$ cat config.mk
export PLATFORM = sky130hd
export DESIGN_NAME = dmc_cache_ctrl
export DESIGN_NICKNAME = d
export VERILOG_FILES = /design/src/include/dmc_pkg.sv /design/src/design/dmc_cache_ctrl.sv
export SDC_FILE = /design/constraint.sdc
export NUM_CORES = 1
export LEC_CHECK = 0
export BUFFER_PORTS_ARGS = -buffer_cell sky130_fd_sc_hd__buf_2
export CORE_MARGIN = 3
export CORE_UTILIZATION = 40
export DETAILED_ROUTE_END_ITERATION = 12
export SYNTH_ARGS = -nofsm -noshare
export SYNTH_HDL_FRONTEND = slang
export SYNTH_SLANG_ARGS = --single-unit
$ cat constraint.sdc
create_clock -name clk_in -period 4.2 [get_ports clk_in]
set_clock_uncertainty 0.15 [all_clocks]
set_input_delay 0.42 -clock clk_in [delete_from_list [all_inputs] [get_ports clk_in]]
set_output_delay 0.42 -clock clk_in [all_outputs]
set_load 0.005 [all_outputs]
$ cat src/include/dmc_pkg.sv
package dmc_pkg;
  // ------------------------------------------------------------
  // configuration register indexes
  // ------------------------------------------------------------
  localparam logic [7:0] DMC_IDX_WINDOW_CTRL = 8'h22;
  localparam logic [7:0] DMC_IDX_TAG_LOW = 8'h23;
  localparam logic [7:0] DMC_IDX_TAG_HIGH = 8'h24;
  localparam logic [7:0] DMC_IDX_CACHE_CFG = 8'h2e;
  localparam logic [7:0] DMC_IDX_WRITE_CFG = 8'h2f;
  localparam logic [7:0] DMC_IDX_UNMAPPED_VAL = 8'h00;

  // ------------------------------------------------------------
  // i/o ports: index at 22h (lane 2), data at 23h (lane 3)
  // ------------------------------------------------------------
  localparam logic [29:0] DMC_IO_DWORD = 30'h0000_0008;
  localparam int DMC_LANE_INDEX = 2;
  localparam int DMC_LANE_DATA = 3;

  // ------------------------------------------------------------
  // reset values
  // ------------------------------------------------------------
  localparam logic [7:0] DMC_WINDOW_CTRL_RST = 8'h00;
  localparam logic [7:0] DMC_TAG_LOW_RST = 8'h00;
  localparam logic [1:0] DMC_TAG_HIGH_RST = 2'h0;
  localparam logic [7:0] DMC_CACHE_CFG_RST = 8'h00;
  localparam logic [7:0] DMC_WRITE_CFG_RST = 8'h00;

  // ------------------------------------------------------------
  // field positions
  // ------------------------------------------------------------
  localparam int DMC_WIN_RAM_SEL_BIT = 0;
  localparam int DMC_WIN_TAG_SEL_BIT = 1;
  localparam int DMC_WIN_ONLY_BIT = 2;
  localparam int DMC_WIN_BASE_LSB = 3;
  localparam int DMC_CFG_ENABLE_BIT = 0;
  localparam int DMC_CFG_READ_HIT_BIT = 1;
  localparam int DMC_CFG_SIZE_LSB = 2;
  localparam int DMC_CFG_WIDTH_LSB = 4;
  localparam int DMC_WCFG_NOPOST_BIT = 1;
  localparam int DMC_WCFG_XWAIT_BIT = 2;

  // ------------------------------------------------------------
  // limits and encodings
  // ------------------------------------------------------------
  localparam logic [5:0] DMC_MAX_ADDR_BITS = 6'h1b;
  localparam logic [5:0] DMC_INDEX_TOP_BASE = 6'h0f;
  localparam logic [5:0] DMC_TAG_WIDTH_BASE = 6'h08;

  typedef enum logic [1:0] {
    DMC_SZ_32K,
    DMC_SZ_64K,
    DMC_SZ_128K,
    DMC_SZ_256K
  } dmc_size_t;
endpackage

$ cat src/design/dmc_cache_ctrl.sv
module dmc_cache_ctrl
  import dmc_pkg::*;
(
  input wire logic clk_in,
  input wire logic reset_n_in,
  input wire logic cpu_ads_n_in,
  input wire logic [31:2] cpu_addr_in,
  input wire logic [3:0] cpu_be_n_in,
  input wire logic cpu_wr_in,
  input wire logic cpu_mio_in,
  input wire logic [31:0] cpu_wdata_in,
  output logic cpu_ready_n_out,
  output logic [31:0] cpu_rdata_out,
  output logic cpu_rdata_oe_n_out,
  output logic [15:0] tag_index_out,
  input wire logic [9:0] tag_data_in,
  output logic [9:0] tag_data_out,
  output logic tag_data_oe_n_out,
  output logic tag_we_n_out,
  output logic [15:0] cache_index_out,
  output logic cache_oe_n_out,
  output logic cache_we_n_out,
  output logic dram_start_out,
  output logic dram_we_out,
  output logic [31:2] dram_addr_out,
  output logic [31:0] dram_wdata_out,
  output logic [3:0] dram_be_n_out,
  input wire logic dram_done_in,
  output logic dram_cas_off_out
);

  // ------------------------------------------------------------
  // state and storage
  // ------------------------------------------------------------
  typedef enum logic [2:0] {
    ST_IDLE,
    ST_LOOK,
    ST_WAIT,
    ST_MISS,
    ST_WDONE,
    ST_XWAIT
  } dmc_state_t;

  dmc_state_t state_r;
  logic [31:2] addr_r;
  logic [3:0] be_n_r;
  logic wr_r;
  logic mio_r;
  logic dram_busy_r;
  logic [7:0] index_r;
  logic index_valid_r;
  logic [7:0] win_ctrl_r;
  logic [7:0] tag_low_r;
  logic [1:0] tag_high_r;
  logic [7:0] cache_cfg_r;
  logic [7:0] write_cfg_r;

  // ------------------------------------------------------------
  // tag mapping helpers
  // ------------------------------------------------------------
  // expected tag built from the address for the selected size
  function automatic logic [9:0] tag_map(input logic [31:2] a,
                                         input dmc_size_t sz);
    logic [9:0] t;
    t = 10'h000;
    t[8:2] = a[24:18];
    unique case (sz)
      DMC_SZ_32K: begin
        t[0] = a[16];
        t[1] = a[17];
        t[9] = a[15];
      end
      DMC_SZ_64K: begin
        t[0] = a[16];
        t[1] = a[17];
        t[9] = a[25];
      end
      DMC_SZ_128K: begin
        t[0] = a[26];
        t[1] = a[17];
        t[9] = a[25];
      end
      DMC_SZ_256K: begin
        t[0] = a[26];
        t[1] = a[27];
        t[9] = a[25];
      end
    endcase
    return t;
  endfunction

  // tag bits actually wired to the sram for each size and width
  function automatic logic [9:0] tag_mask(input dmc_size_t sz,
                                          input logic [1:0] w);
    logic [9:0] m;
    m = 10'h3ff;
    if (w == 2'h0) begin
      unique case (sz)
        DMC_SZ_32K: m = 10'h27f;
        DMC_SZ_64K: m = 10'h0ff;
        DMC_SZ_128K: m = 10'h1fe;
        DMC_SZ_256K: m = 10'h3fc;
      endcase
    end else if (w == 2'h1) begin
      unique case (sz)
        DMC_SZ_32K: m = 10'h2ff;
        DMC_SZ_64K: m = 10'h1ff;
        DMC_SZ_128K: m = 10'h3fe;
        DMC_SZ_256K: m = 10'h3fd;
      endcase
    end
    return m;
  endfunction

  // ------------------------------------------------------------
  // decode of the current cycle
  // ------------------------------------------------------------
  dmc_size_t size_sel;
  logic [1:0] width_sel;
  logic [5:0] limit_bit;
  logic [9:0] exp_tag;
  logic tag_match;
  logic addr_ok;
  logic in_window;
  logic [4:0] win_ignore;
  logic cacheable;
  logic read_hit;
  logic fill_ok;
  logic ram_test;
  logic tag_test;
  logic look;
  logic io_cyc;
  logic io_is_ours;
  logic io_idx_wr;
  logic io_data_wr;
  logic io_data_rd;
  logic tag_latch;
  logic [7:0] sel_val;

  // tag compare, cacheable limit and window decode
  always_comb begin
    size_sel = dmc_size_t'(cache_cfg_r[DMC_CFG_SIZE_LSB +: 2]);
    width_sel = cache_cfg_r[DMC_CFG_WIDTH_LSB +: 2];
    if (width_sel == 2'h3) begin
      width_sel = 2'h2; // unused code behaves as 10 bits
    end
    // index tops at a14+size; tag bits sit above it
    limit_bit = DMC_INDEX_TOP_BASE + 6'(size_sel) + DMC_TAG_WIDTH_BASE
                + 6'(width_sel);
    if (limit_bit > DMC_MAX_ADDR_BITS) begin
      limit_bit = DMC_MAX_ADDR_BITS;
    end
    addr_ok = (({addr_r, 2'b00} >> limit_bit) == 32'h0);
    exp_tag = tag_map(addr_r, size_sel);
    tag_match = (((tag_data_in ^ exp_tag) &
                  tag_mask(size_sel, width_sel)) == 10'h000);
    unique case (size_sel)
      DMC_SZ_32K: win_ignore = 5'h00;
      DMC_SZ_64K: win_ignore = 5'h01;
      DMC_SZ_128K: win_ignore = 5'h03;
      DMC_SZ_256K: win_ignore = 5'h07;
    endcase
    // window sits below 1 mbyte at base a19..a15
    in_window = mio_r && (addr_r[31:20] == 12'h000) &&
                (((addr_r[19:15] ^ win_ctrl_r[7:DMC_WIN_BASE_LSB]) &
                  ~win_ignore) == 5'h00);
    cacheable = addr_ok && (!win_ctrl_r[DMC_WIN_ONLY_BIT] ||
                            in_window);
    fill_ok = cache_cfg_r[DMC_CFG_ENABLE_BIT] && cacheable;
    read_hit = fill_ok && cache_cfg_r[DMC_CFG_READ_HIT_BIT] &&
               tag_match;
    ram_test = in_window && win_ctrl_r[DMC_WIN_RAM_SEL_BIT];
    tag_test = in_window && win_ctrl_r[DMC_WIN_TAG_SEL_BIT] &&
               !ram_test;
  end

  // i/o strobes for the index and data ports
  always_comb begin
    look = (state_r == ST_LOOK);
    io_cyc = look && !mio_r;
    io_is_ours = (addr_r == DMC_IO_DWORD);
    io_idx_wr = io_cyc && io_is_ours && wr_r &&
                !be_n_r[DMC_LANE_INDEX];
    io_data_wr = io_cyc && io_is_ours && wr_r &&
                 !be_n_r[DMC_LANE_DATA] && index_valid_r;
    io_data_rd = io_cyc && io_is_ours && !wr_r &&
                 !be_n_r[DMC_LANE_DATA] && index_valid_r;
    tag_latch = look && mio_r && tag_test && !wr_r;
    unique case (index_r)
      DMC_IDX_WINDOW_CTRL: sel_val = win_ctrl_r;
      DMC_IDX_TAG_LOW: sel_val = tag_low_r;
      DMC_IDX_TAG_HIGH: sel_val = {6'h00, tag_high_r};
      DMC_IDX_CACHE_CFG: sel_val = cache_cfg_r;
      DMC_IDX_WRITE_CFG: sel_val = write_cfg_r;
      default: sel_val = DMC_IDX_UNMAPPED_VAL;
    endcase
  end

  // ------------------------------------------------------------
  // configuration registers
  // ------------------------------------------------------------
  // index must be rewritten before every data access
  always_ff @(posedge clk_in or negedge reset_n_in) begin
    if (!reset_n_in) begin
      index_r <= 8'h00;
      index_valid_r <= 1'b0;
    end else if (io_idx_wr) begin
      index_r <= cpu_wdata_in[23:16];
      index_valid_r <= 1'b1;
    end else if (io_data_wr || io_data_rd) begin
      index_valid_r <= 1'b0;
    end
  end

  // indexed registers; tag test regs also latch the sram
  always_ff @(posedge clk_in or negedge reset_n_in) begin
    if (!reset_n_in) begin
      win_ctrl_r <= DMC_WINDOW_CTRL_RST;
      tag_low_r <= DMC_TAG_LOW_RST;
      tag_high_r <= DMC_TAG_HIGH_RST;
      cache_cfg_r <= DMC_CACHE_CFG_RST;
      write_cfg_r <= DMC_WRITE_CFG_RST;
    end else if (tag_latch) begin
      tag_low_r <= tag_data_in[7:0];
      tag_high_r <= tag_data_in[9:8];
    end else if (io_data_wr) begin
      unique case (index_r)
        DMC_IDX_WINDOW_CTRL: win_ctrl_r <= cpu_wdata_in[31:24];
        DMC_IDX_TAG_LOW: tag_low_r <= cpu_wdata_in[31:24];
        DMC_IDX_TAG_HIGH: tag_high_r <= cpu_wdata_in[25:24];
        DMC_IDX_CACHE_CFG: cache_cfg_r <= cpu_wdata_in[31:24];
        DMC_IDX_WRITE_CFG: write_cfg_r <= cpu_wdata_in[31:24];
        default: ;
      endcase
    end
  end

  // read data for the i/o ports, timed with ready
  always_ff @(posedge clk_in or negedge reset_n_in) begin
    if (!reset_n_in) begin
      cpu_rdata_out <= 32'h0000_0000;
      cpu_rdata_oe_n_out <= 1'b1;
    end else if (io_cyc && io_is_ours && !wr_r) begin
      cpu_rdata_out <= {(io_data_rd ? sel_val : 8'h00), index_r,
                        16'h0000};
      cpu_rdata_oe_n_out <= 1'b0;
    end else begin
      cpu_rdata_oe_n_out <= 1'b1;
    end
  end

  // ------------------------------------------------------------
  // dram busy tracking
  // ------------------------------------------------------------
  // one posted write at most; a new start only when idle
  always_ff @(posedge clk_in or negedge reset_n_in) begin
    if (!reset_n_in) begin
      dram_busy_r <= 1'b0;
    end else if (dram_start_out) begin
      dram_busy_r <= 1'b1;
    end else if (dram_done_in) begin
      dram_busy_r <= 1'b0;
    end
  end

  // ------------------------------------------------------------
  // cycle control
  // ------------------------------------------------------------
  // strobes default inactive; each is a one-cycle pulse
  always_ff @(posedge clk_in or negedge reset_n_in) begin
    if (!reset_n_in) begin
      state_r <= ST_IDLE;
      addr_r <= 30'h0000_0000;
      be_n_r <= 4'hf;
      wr_r <= 1'b0;
      mio_r <= 1'b0;
      cpu_ready_n_out <= 1'b1;
      tag_index_out <= 16'h0000;
      cache_index_out <= 16'h0000;
      tag_data_out <= 10'h000;
      tag_data_oe_n_out <= 1'b1;
      tag_we_n_out <= 1'b1;
      cache_oe_n_out <= 1'b1;
      cache_we_n_out <= 1'b1;
      dram_start_out <= 1'b0;
      dram_we_out <= 1'b0;
      dram_addr_out <= 30'h0000_0000;
      dram_wdata_out <= 32'h0000_0000;
      dram_be_n_out <= 4'hf;
      dram_cas_off_out <= 1'b0;
    end else begin
      cpu_ready_n_out <= 1'b1;
      tag_we_n_out <= 1'b1;
      tag_data_oe_n_out <= 1'b1;
      cache_we_n_out <= 1'b1;
      dram_start_out <= 1'b0;
      unique case (state_r)
        ST_IDLE: begin
          cache_oe_n_out <= 1'b1;
          dram_cas_off_out <= 1'b0;
          if (!cpu_ads_n_in) begin
            addr_r <= cpu_addr_in; // all 30 lines kept
            be_n_r <= cpu_be_n_in;
            wr_r <= cpu_wr_in;
            mio_r <= cpu_mio_in;
            // word index: every fourth byte is a new entry
            tag_index_out <= cpu_addr_in[17:2];
            cache_index_out <= cpu_addr_in[17:2];
            // sram read starts early so a hit needs no waits
            cache_oe_n_out <= !(cpu_mio_in && !cpu_wr_in);
            state_r <= ST_LOOK;
          end
        end
        ST_LOOK: begin
          if (!mio_r) begin
            cpu_ready_n_out <= 1'b0;
            state_r <= ST_IDLE;
          end else if (ram_test) begin
            // window served by data ram, dram kept quiet
            dram_cas_off_out <= 1'b1;
            cache_we_n_out <= !wr_r;
            cpu_ready_n_out <= 1'b0;
            state_r <= ST_IDLE;
          end else if (tag_test) begin
            if (wr_r) begin
              tag_data_out <= {tag_high_r, tag_low_r};
              tag_data_oe_n_out <= 1'b0;
              tag_we_n_out <= 1'b0;
            end
            cpu_ready_n_out <= 1'b0;
            state_r <= ST_IDLE;
          end else if (!wr_r && read_hit) begin
            cpu_ready_n_out <= 1'b0;
            state_r <= ST_IDLE;
          end else if (dram_busy_r) begin
            cache_oe_n_out <= 1'b1;
            state_r <= ST_WAIT;
          end else begin
            // miss or write: dram cycle starts now
            dram_start_out <= 1'b1;
            dram_we_out <= wr_r;
            dram_addr_out <= addr_r;
            dram_be_n_out <= be_n_r;
            cache_oe_n_out <= 1'b1;
            if (!wr_r) begin
              state_r <= ST_MISS;
            end else begin
              dram_wdata_out <= cpu_wdata_in;
              // hit updates sram alongside dram; miss does not
              cache_we_n_out <= !(fill_ok && tag_match);
              if (write_cfg_r[DMC_WCFG_NOPOST_BIT]) begin
                state_r <= ST_WDONE;
              end else if (write_cfg_r[DMC_WCFG_XWAIT_BIT]) begin
                state_r <= ST_XWAIT;
              end else begin
                cpu_ready_n_out <= 1'b0;
                state_r <= ST_IDLE;
              end
            end
          end
        end
        ST_WAIT: begin
          // tag index is held, so the lookup is simply redone
          if (!dram_busy_r) begin
            cache_oe_n_out <= wr_r;
            state_r <= ST_LOOK;
          end
        end
        ST_MISS: begin
          if (dram_done_in) begin
            // dram data lands in cpu and cache together
            cache_we_n_out <= !fill_ok;
            tag_we_n_out <= !fill_ok;
            tag_data_oe_n_out <= !fill_ok;
            tag_data_out <= exp_tag;
            cpu_ready_n_out <= 1'b0;
            state_r <= ST_IDLE;
          end
        end
        ST_WDONE: begin
          if (dram_done_in) begin
            if (write_cfg_r[DMC_WCFG_XWAIT_BIT]) begin
              state_r <= ST_XWAIT;
            end else begin
              cpu_ready_n_out <= 1'b0;
              state_r <= ST_IDLE;
            end
          end
        end
        ST_XWAIT: begin
          cpu_ready_n_out <= 1'b0;
          state_r <= ST_IDLE;
        end
      endcase
    end
  end

endmodule

==> results of run 1 <==
-- final timing paths --
check                                         to  slack, ns  cells after the start
worst max-delay path            dram_addr_out[2]       0.41                     14
worst min-delay path                  addr_r[21]       0.05                      3
worst max register to register  dram_addr_out[2]       0.41                     14
worst min register to register       dram_busy_r       0.31                      1
max in group asynchronous              be_n_r[2]       2.48                      3
min in group asynchronous             addr_r[29]       0.46                      2
-- logic make-up after synthesis --
kind of cell    Yosys count  share of synthesized area (%)
compound gates          113                           8.26
xor+xnor                 15                           1.48
fa+ha+maj                11                           1.55
buf+inv                 100                           7.26
flops                   183                           51.8
mux                     167                           21.9
other cells               1                         0.0422
simple gates            131                           7.71
-- layer usage --
layer	global-route usage, %	vias up	wire length (um)
met3	5.67	29	1560
met2	29.9	212	10500
met1	25.8	3053	10100
met5	0	-	0
met4	5.47	0	473
li1	-	2887	-
-- registers in the layout, indices dropped and copies added, names as in the netlist, 2 cells and up --
signal	cells
dram_be_n_out	4
cache_cfg_r	8
dram_wdata_out	32
tag_data_out	10
state_r	3
tag_low_r	8
index_r	8
cache_index_out	15
tag_high_r	2
win_ctrl_r	8
addr_r	15
cpu_rdata_out	16
dram_addr_out	30
write_cfg_r	8
be_n_r	4
-- power by group --
group / switching [uW] / total [uW] / internal (uW)
Combinational: 894 / 2180 / 1290
Sequential: 592 / 2960 / 2370
Clock: 799 / 1660 / 865
Total: 2290 / 6810 / 4520
-- worst max-delay path, cell delays in order, from the launching register on --
cell and delay (ns):
dfrtp_1 0.44, inv_1 0.13, ha_1 0.29, inv_1 0.04
ha_1 0.20, ha_1 0.28, nand2b_1 0.25, a211oi_1 0.32
o21ai_0 0.14, a22oi_1 0.27, nand3_2 0.14, nor4_4 0.21
or3_4 0.28, buf_12 0.18, mux2_2 0.34
-- per-stage QoR --
step | instances | worst slack, ns | hold slack, ns | utilization, % | power (uW)
floorplan | 736 | 0.740 | -0.0256 | - | 4410
global placement | 1159 | 0.356 | 0.303 | 46.4 | 5120
detailed placement | 1159 | 0.190 | 0.302 | 46.4 | 5150
CTS | 1192 | 0.197 | 0.0302 | 49.4 | 6850
global route | 1199 | 0.0906 | 0.0295 | 49.7 | 7240
finish | 1199 | 0.406 | 0.0485 | 49.7 | 6810
-- cell type report --
type                            instances  area [sq um]
Clock buffer                           17           425
Clock inverter                         15           200
Inverter                               16          60.1
Tap cell                              275           344
Sequential cell                       183          4600
Multi-Input combinational cell        453          3710
Timing Repair Buffer                  240          1300
Fill cell                            1970         10800
-- placed cells by master, fill, tap and decap left out, drive strengths merged, types with 4 or more instances in the layout --
master  instances
ha             11
nand2b          4
dfstp          13
mux2i          29
a22o            6
inv            22
buf           238
a22oi           7
nor4            7
o31ai           6
o21ai          37
conb           16
mux2          138
nor2           25
dfrtp         170
o22ai           6
clkbuf         18
a211oi          5
or3             5
a21oi          21
a221oi          5
xnor2          12
clkinv          8
nand2          46
nand3           4
nor3b           5
nor3           15
nor4b           4
-- cells in the mapped netlist (all sizes together), types with 2 or more instances --
library cell	number
and3	3
o21ai	37
nand4	3
and2	2
nor3	15
ha	11
a22o	6
o211ai	3
buf	66
nor4b	4
or3	5
nor3b	5
nor2b	3
mux2	138
xnor2	12
a22oi	7
or2b	2
o311ai	2
a31oi	3
nor4	7
o22ai	6
a221oi	5
nand2	46
dfrtp	170
a21o	2
mux2i	29
nor2	25
a211oi	5
nand2b	4
nand3	4
inv	16
clkbuf	18
o31ai	6
dfstp	13
a21oi	21
xor2	3
-- timing repair --
action / 4_1_cts / 5_1_grt
hold buffers: 1 / 0
buffers inserted: 0 / 7
gates resized for setup: 0 / 1
setup endpoints to repair: 0 / 24
hold endpoints to repair: 77 / 0
==> results.md, run 1 <==
* Status: finished clean
* Max IR drop VDD at 0.336 mV
* Final nets at 1004
* H-tree depth at 4
* Avg WL per Cell at 18.9 um
* DRC at 0
* Critical Path Start: cache_cfg_r[3]
* WS Path Type: flip-flop to flip-flop
* Post-synthesis sequential area ratio at 51.8%
* Total GRT Usage at 19.1%
* CTS Buf Count at 17
* HPWL after DPL at 16500 um
* Share of post-route cells with drive strength above 1 at 46.8%
* Yosys top cell area share at 47.9%
* Total grt overflow at 0
* Worst r2r src: cache_cfg_r[3]
* Top cells by area, synth: dfrtp_1 48%, mux2_2 14%, mux2_4 4.6%
* Placeable Area at 21400 sq um
* Hold_sp: cpu_addr_in[21]
* Max_cap viols at 0
* Crit share post-route at 90.3%
* RePlAce Congestion at 0.816
* Critical Path RT at 4.38 ns
* Setup TNS at 0 ns
* Max Fclk at 0.264 GHz
* CP max FO at 14
* First-pass GRT wire length at 35900 um
* Crit end category: flip-flop
* Flops & latches, synth at approximately 180
* Cell taking the most area after synthesis: dfrtp_1
* Iteration-0 DRC Markers at 445
* Post-synth cell types at 62
* Unrepaired setup endpoints after global routing: no
* Vias in the first global route at 6261
* Worst skew pair latency at approximately 0.44 ns
* Antenna violations before repair at 0
* Cell Area, Synth at 8880 sq um
* Clock Sinks at 183
* Post-Syn Instances at 721
* Worst-path clk slew at 0.08 ns
* Arr. time, crit path at between 3 and 4 ns
* CTS tree: yes
* Worst-Margin Slew at 0.822 ns
* Largest net degree at the start of global routing at 86
* Clock root buffer: clkbuf_16
* Antenna Cells at 0
* Worst min path class: primary input to flip-flop
* CP startpoint kind: flip-flop
* Via/cell ratio at 5.16
* Die ar. at 24000 sq um
* Num rows at 53
* PwrDens at around 640 nW/um^2
* Die X at 155 um
* Antenna Violating Nets Remaining at 0
* Final setup fails at 0
* Primary FF master, synth: dfrtp_1
* Total wire length at 22700 um
* Ys Warns at 0
* Ys async rst share at 100%
* Mapped Avg Cell Area at 12.3 sq um
* Io pins at between 200 and 250
* Slew Viols, Final at 0
* Design area at 10600 sq um
* IO buf count at 214
* Initial Util at between 40% and 50%
* Fin. Hold Viols at 0
* Min Tclk post-route at 3.79 ns
* Dpl cell area at 9940 sq um
* Drt first pass iters at 5
* Die height at 155 um
* Layout area overhead at 19.8%
* Leakage at between 0.005 and 0.006 uW
* Number of synthesized flops with an enable pin at 0
* Worst rel slew slack at 45.2%
* CTS max path bufs at 2
* Vias at roughly 6200
Note: power is estimated with default switching activity, not from simulation.
==> run 2, diff against run 1 <==
--- a/config.mk
+++ b/config.mk
@@ -6,9 +6,10 @@
 export NUM_CORES = 1
 export LEC_CHECK = 0
 export BUFFER_PORTS_ARGS = -buffer_cell sky130_fd_sc_hd__buf_2
-export CORE_MARGIN = 3
+export CORE_MARGIN = 2
 export CORE_UTILIZATION = 40
 export DETAILED_ROUTE_END_ITERATION = 12
+export MAX_ROUTING_LAYER = met4
 export SYNTH_ARGS = -nofsm -noshare
 export SYNTH_HDL_FRONTEND = slang
 export SYNTH_SLANG_ARGS = --single-unit
==> results.md, run 2 (synthesis gave the netlist of run 1 again) <==
* Status: finished with violations
* Failing checks: hold timing
* Worst rel slew slack at 39.4%
* CTS Hold Bufs at 0
* Num rows at 54
* FF-to-FF End: dram_addr_out[2]
* Placed insts at 1160
* Top sig layer: met4
* Clock Sinks at ~180
* CTS Buf Count at 17
* Met1 Routed Length at 10300 um
* Drt first pass iters at 5
* Total grt overflow at 0
* Vias in the first global route at just over 6000
* Initial Util at between 40% and 50%
* RePlAce Congestion at ~0.93
* Max IR drop VDD at about 0.32 mV
* Worst-path clk slew at 0.07 ns
* Die ar. at 23400 sq um
* Die X at 153 um
* Largest net degree at the start of global routing at 111
* WS Path Type: flip-flop to flip-flop
* Post-CTS setup buffers at 0
* Largest stage delay on the critical path at 0.44 ns
* Met3 routed WL at 1270 um
* Worst r2r src: cache_cfg_r[3]
* First-pass GRT wire length at around 35000 um
* DRC at 0
* Worst path cell trace: inv_1 -> ha_1 -> inv_1 -> ha_1 -> ha_1 -> nand2b_1 -> a211oi_1 -> o21ai_0 -> a22oi_1 -> nand3_2 -> nor4_4 -> or3_2 -> buf_12 -> mux2_2
* Biggest regs: dram_wdata_out (32), dram_addr_out (30), cpu_rdata_out (16)
* Die height at 153 um
* Worst min path class: primary input to async pin
* Critical Path RT at 4.37 ns
* Post-cts sizing count at 0
* Max Fclk at 0.262 GHz
* Critical Path Start: cache_cfg_r[3]
* Iteration-0 DRC Markers at approximately 440
* Clock root buffer: clkbuf_16
* Crit share post-route at 90.7%
* Most frequent cells in the layout: 213 x buf_2, 170 x dfrtp_1, 111 x mux2_2
* Setup TNS at 0 ns
* Min Hold Slack at -0.0254 ns
* Leakage at 0.00504 uW
* PwrDens at roughly 630 nW/um^2
* Final core utilization at 48.1%
* Io pins at 231
* Antenna Violating Nets Remaining at 0
* CTS max path bufs at 2
* Combinational power share at approximately a third
* Antenna Cells at 0
* Avg WL per Cell at approximately 19 um
* Seq pwr share at between 40% and 50%
* Min Tclk post-route at 3.81 ns
* CP delay by family, top: simple AND/OR/NAND/NOR gates
* Arr. time, crit path at 3.98 ns
* CP startpoint kind: flip-flop
* Vias at 6109
* Unrepaired setup endpoints after global routing: no
* HPWL after DPL at roughly 16000 um
* Via/cell ratio at slightly above 5
* Max_cap viols at 0
* Net Sw Frac at about a third
* Worst-Margin Slew at 0.897 ns
* Total wire length at approximately 22000 um
* H-tree depth at 4
* Largest reg by FF count: dram_wdata_out
* Internal at roughly 4400 uW
* Commonest non-fill, non-tap cell in the layout: buf_2
* Cell mode on critical path: ha_1
* CTS tree: yes
* IO buf count at 214
* Fin. Hold Viols at 32
* Worst Reg-to-Reg Cells at 14
* Crit-path slowest cell: dfrtp_1
* Non-filler cells, final at 1192
* Net Switching at 2210 uW
* Layout area overhead at 18.2%
* Clock share of power at 23.7%
* Placeable Area at 21800 sq um
* CP max FO at 37
* Total GRT Usage at 19.7%
* Slew Viols, Final at 0
* Final setup fails at 0
* Antenna violations before repair at 0
* Final nets at 992
* Crit path buf inv count at 3
* Max reg flops at 32
* Share of post-route cells with drive strength above 1 at 46.2%
* Crit end category: flip-flop
* R2r setup slk at 0.39 ns
* Worst skew pair latency at 0.43 ns
* DR WL met2 at 10300 um
run 2: cell types whose count changed in the layout (fill, tap and decap cells not counted):
cell	change
or3_4	-1
dlygate4sd3_1	-1
clkbuf_8	+1
inv_6	+1
or3_2	+1
buf_4	-11
clkinv_4	-1
clkinv_8	-4
clkinvlp_4	+4
bufinv_16	-1
run 2: worst max path at each step:
stage / to / slack, ns / cells after the start
after floorplan: dram_addr_out[10] / 0.74 / 15
after global placement: dram_addr_out[3] / 0.53 / 14
after detailed placement: dram_addr_out[5] / 0.43 / 14
after CTS: dram_addr_out[2] / 0.42 / 14
after global routing: dram_addr_out[5] / 0.13 / 14
final: dram_addr_out[2] / 0.39 / 14
run 2: stage by stage:
stage | power [uW] | setup slack [ns] | area [sq um]
finish | 6620 | 0.389 | 10500
detailed placement | 5120 | 0.427 | 9920
global route | 7040 | 0.134 | 10500
global placement | 5080 | 0.533 | 9920
floorplan | 4410 | 0.740 | 8930
CTS | 6710 | 0.423 | 10500
run 2: worst reg2reg max path, stage by stage, from the launching register on:
cell	delay (ns)
dfrtp_1	0.44
inv_1	0.13
ha_1	0.29
inv_1	0.04
ha_1	0.20
ha_1	0.27
nand2b_1	0.24
a211oi_1	0.33
o21ai_0	0.14
a22oi_1	0.27
nand3_2	0.15
nor4_4	0.20
or3_2	0.19
buf_12	0.26
mux2_2	0.41
run 2: power by group through the flow:
stage	Clock [uW]	Combinational (uW)	Sequential, uW
final	1570	2110	2940
after floorplan	0	1630	2780
after detailed placement	0	2140	2980
after global routing	1680	2310	3040
after CTS	1610	2140	2950
after global placement	0	2100	2980
run 2: routing by layer:
metal	vias up	global-route usage, %
met5	-	-
met4	0	4.50
met3	12	4.45
met2	203	30.0
met1	3023	27.1
li1	2871	-
run 2: layout make-up:
class                           count  area, sq um
Clock buffer                       18          439
Clock inverter                     14          135
Fill cell                        2030        11300
Inverter                           16         60.1
Multi-Input combinational cell    453         3700
Sequential cell                   183         4600
Tap cell                          280          350
Timing Repair Buffer              228         1210
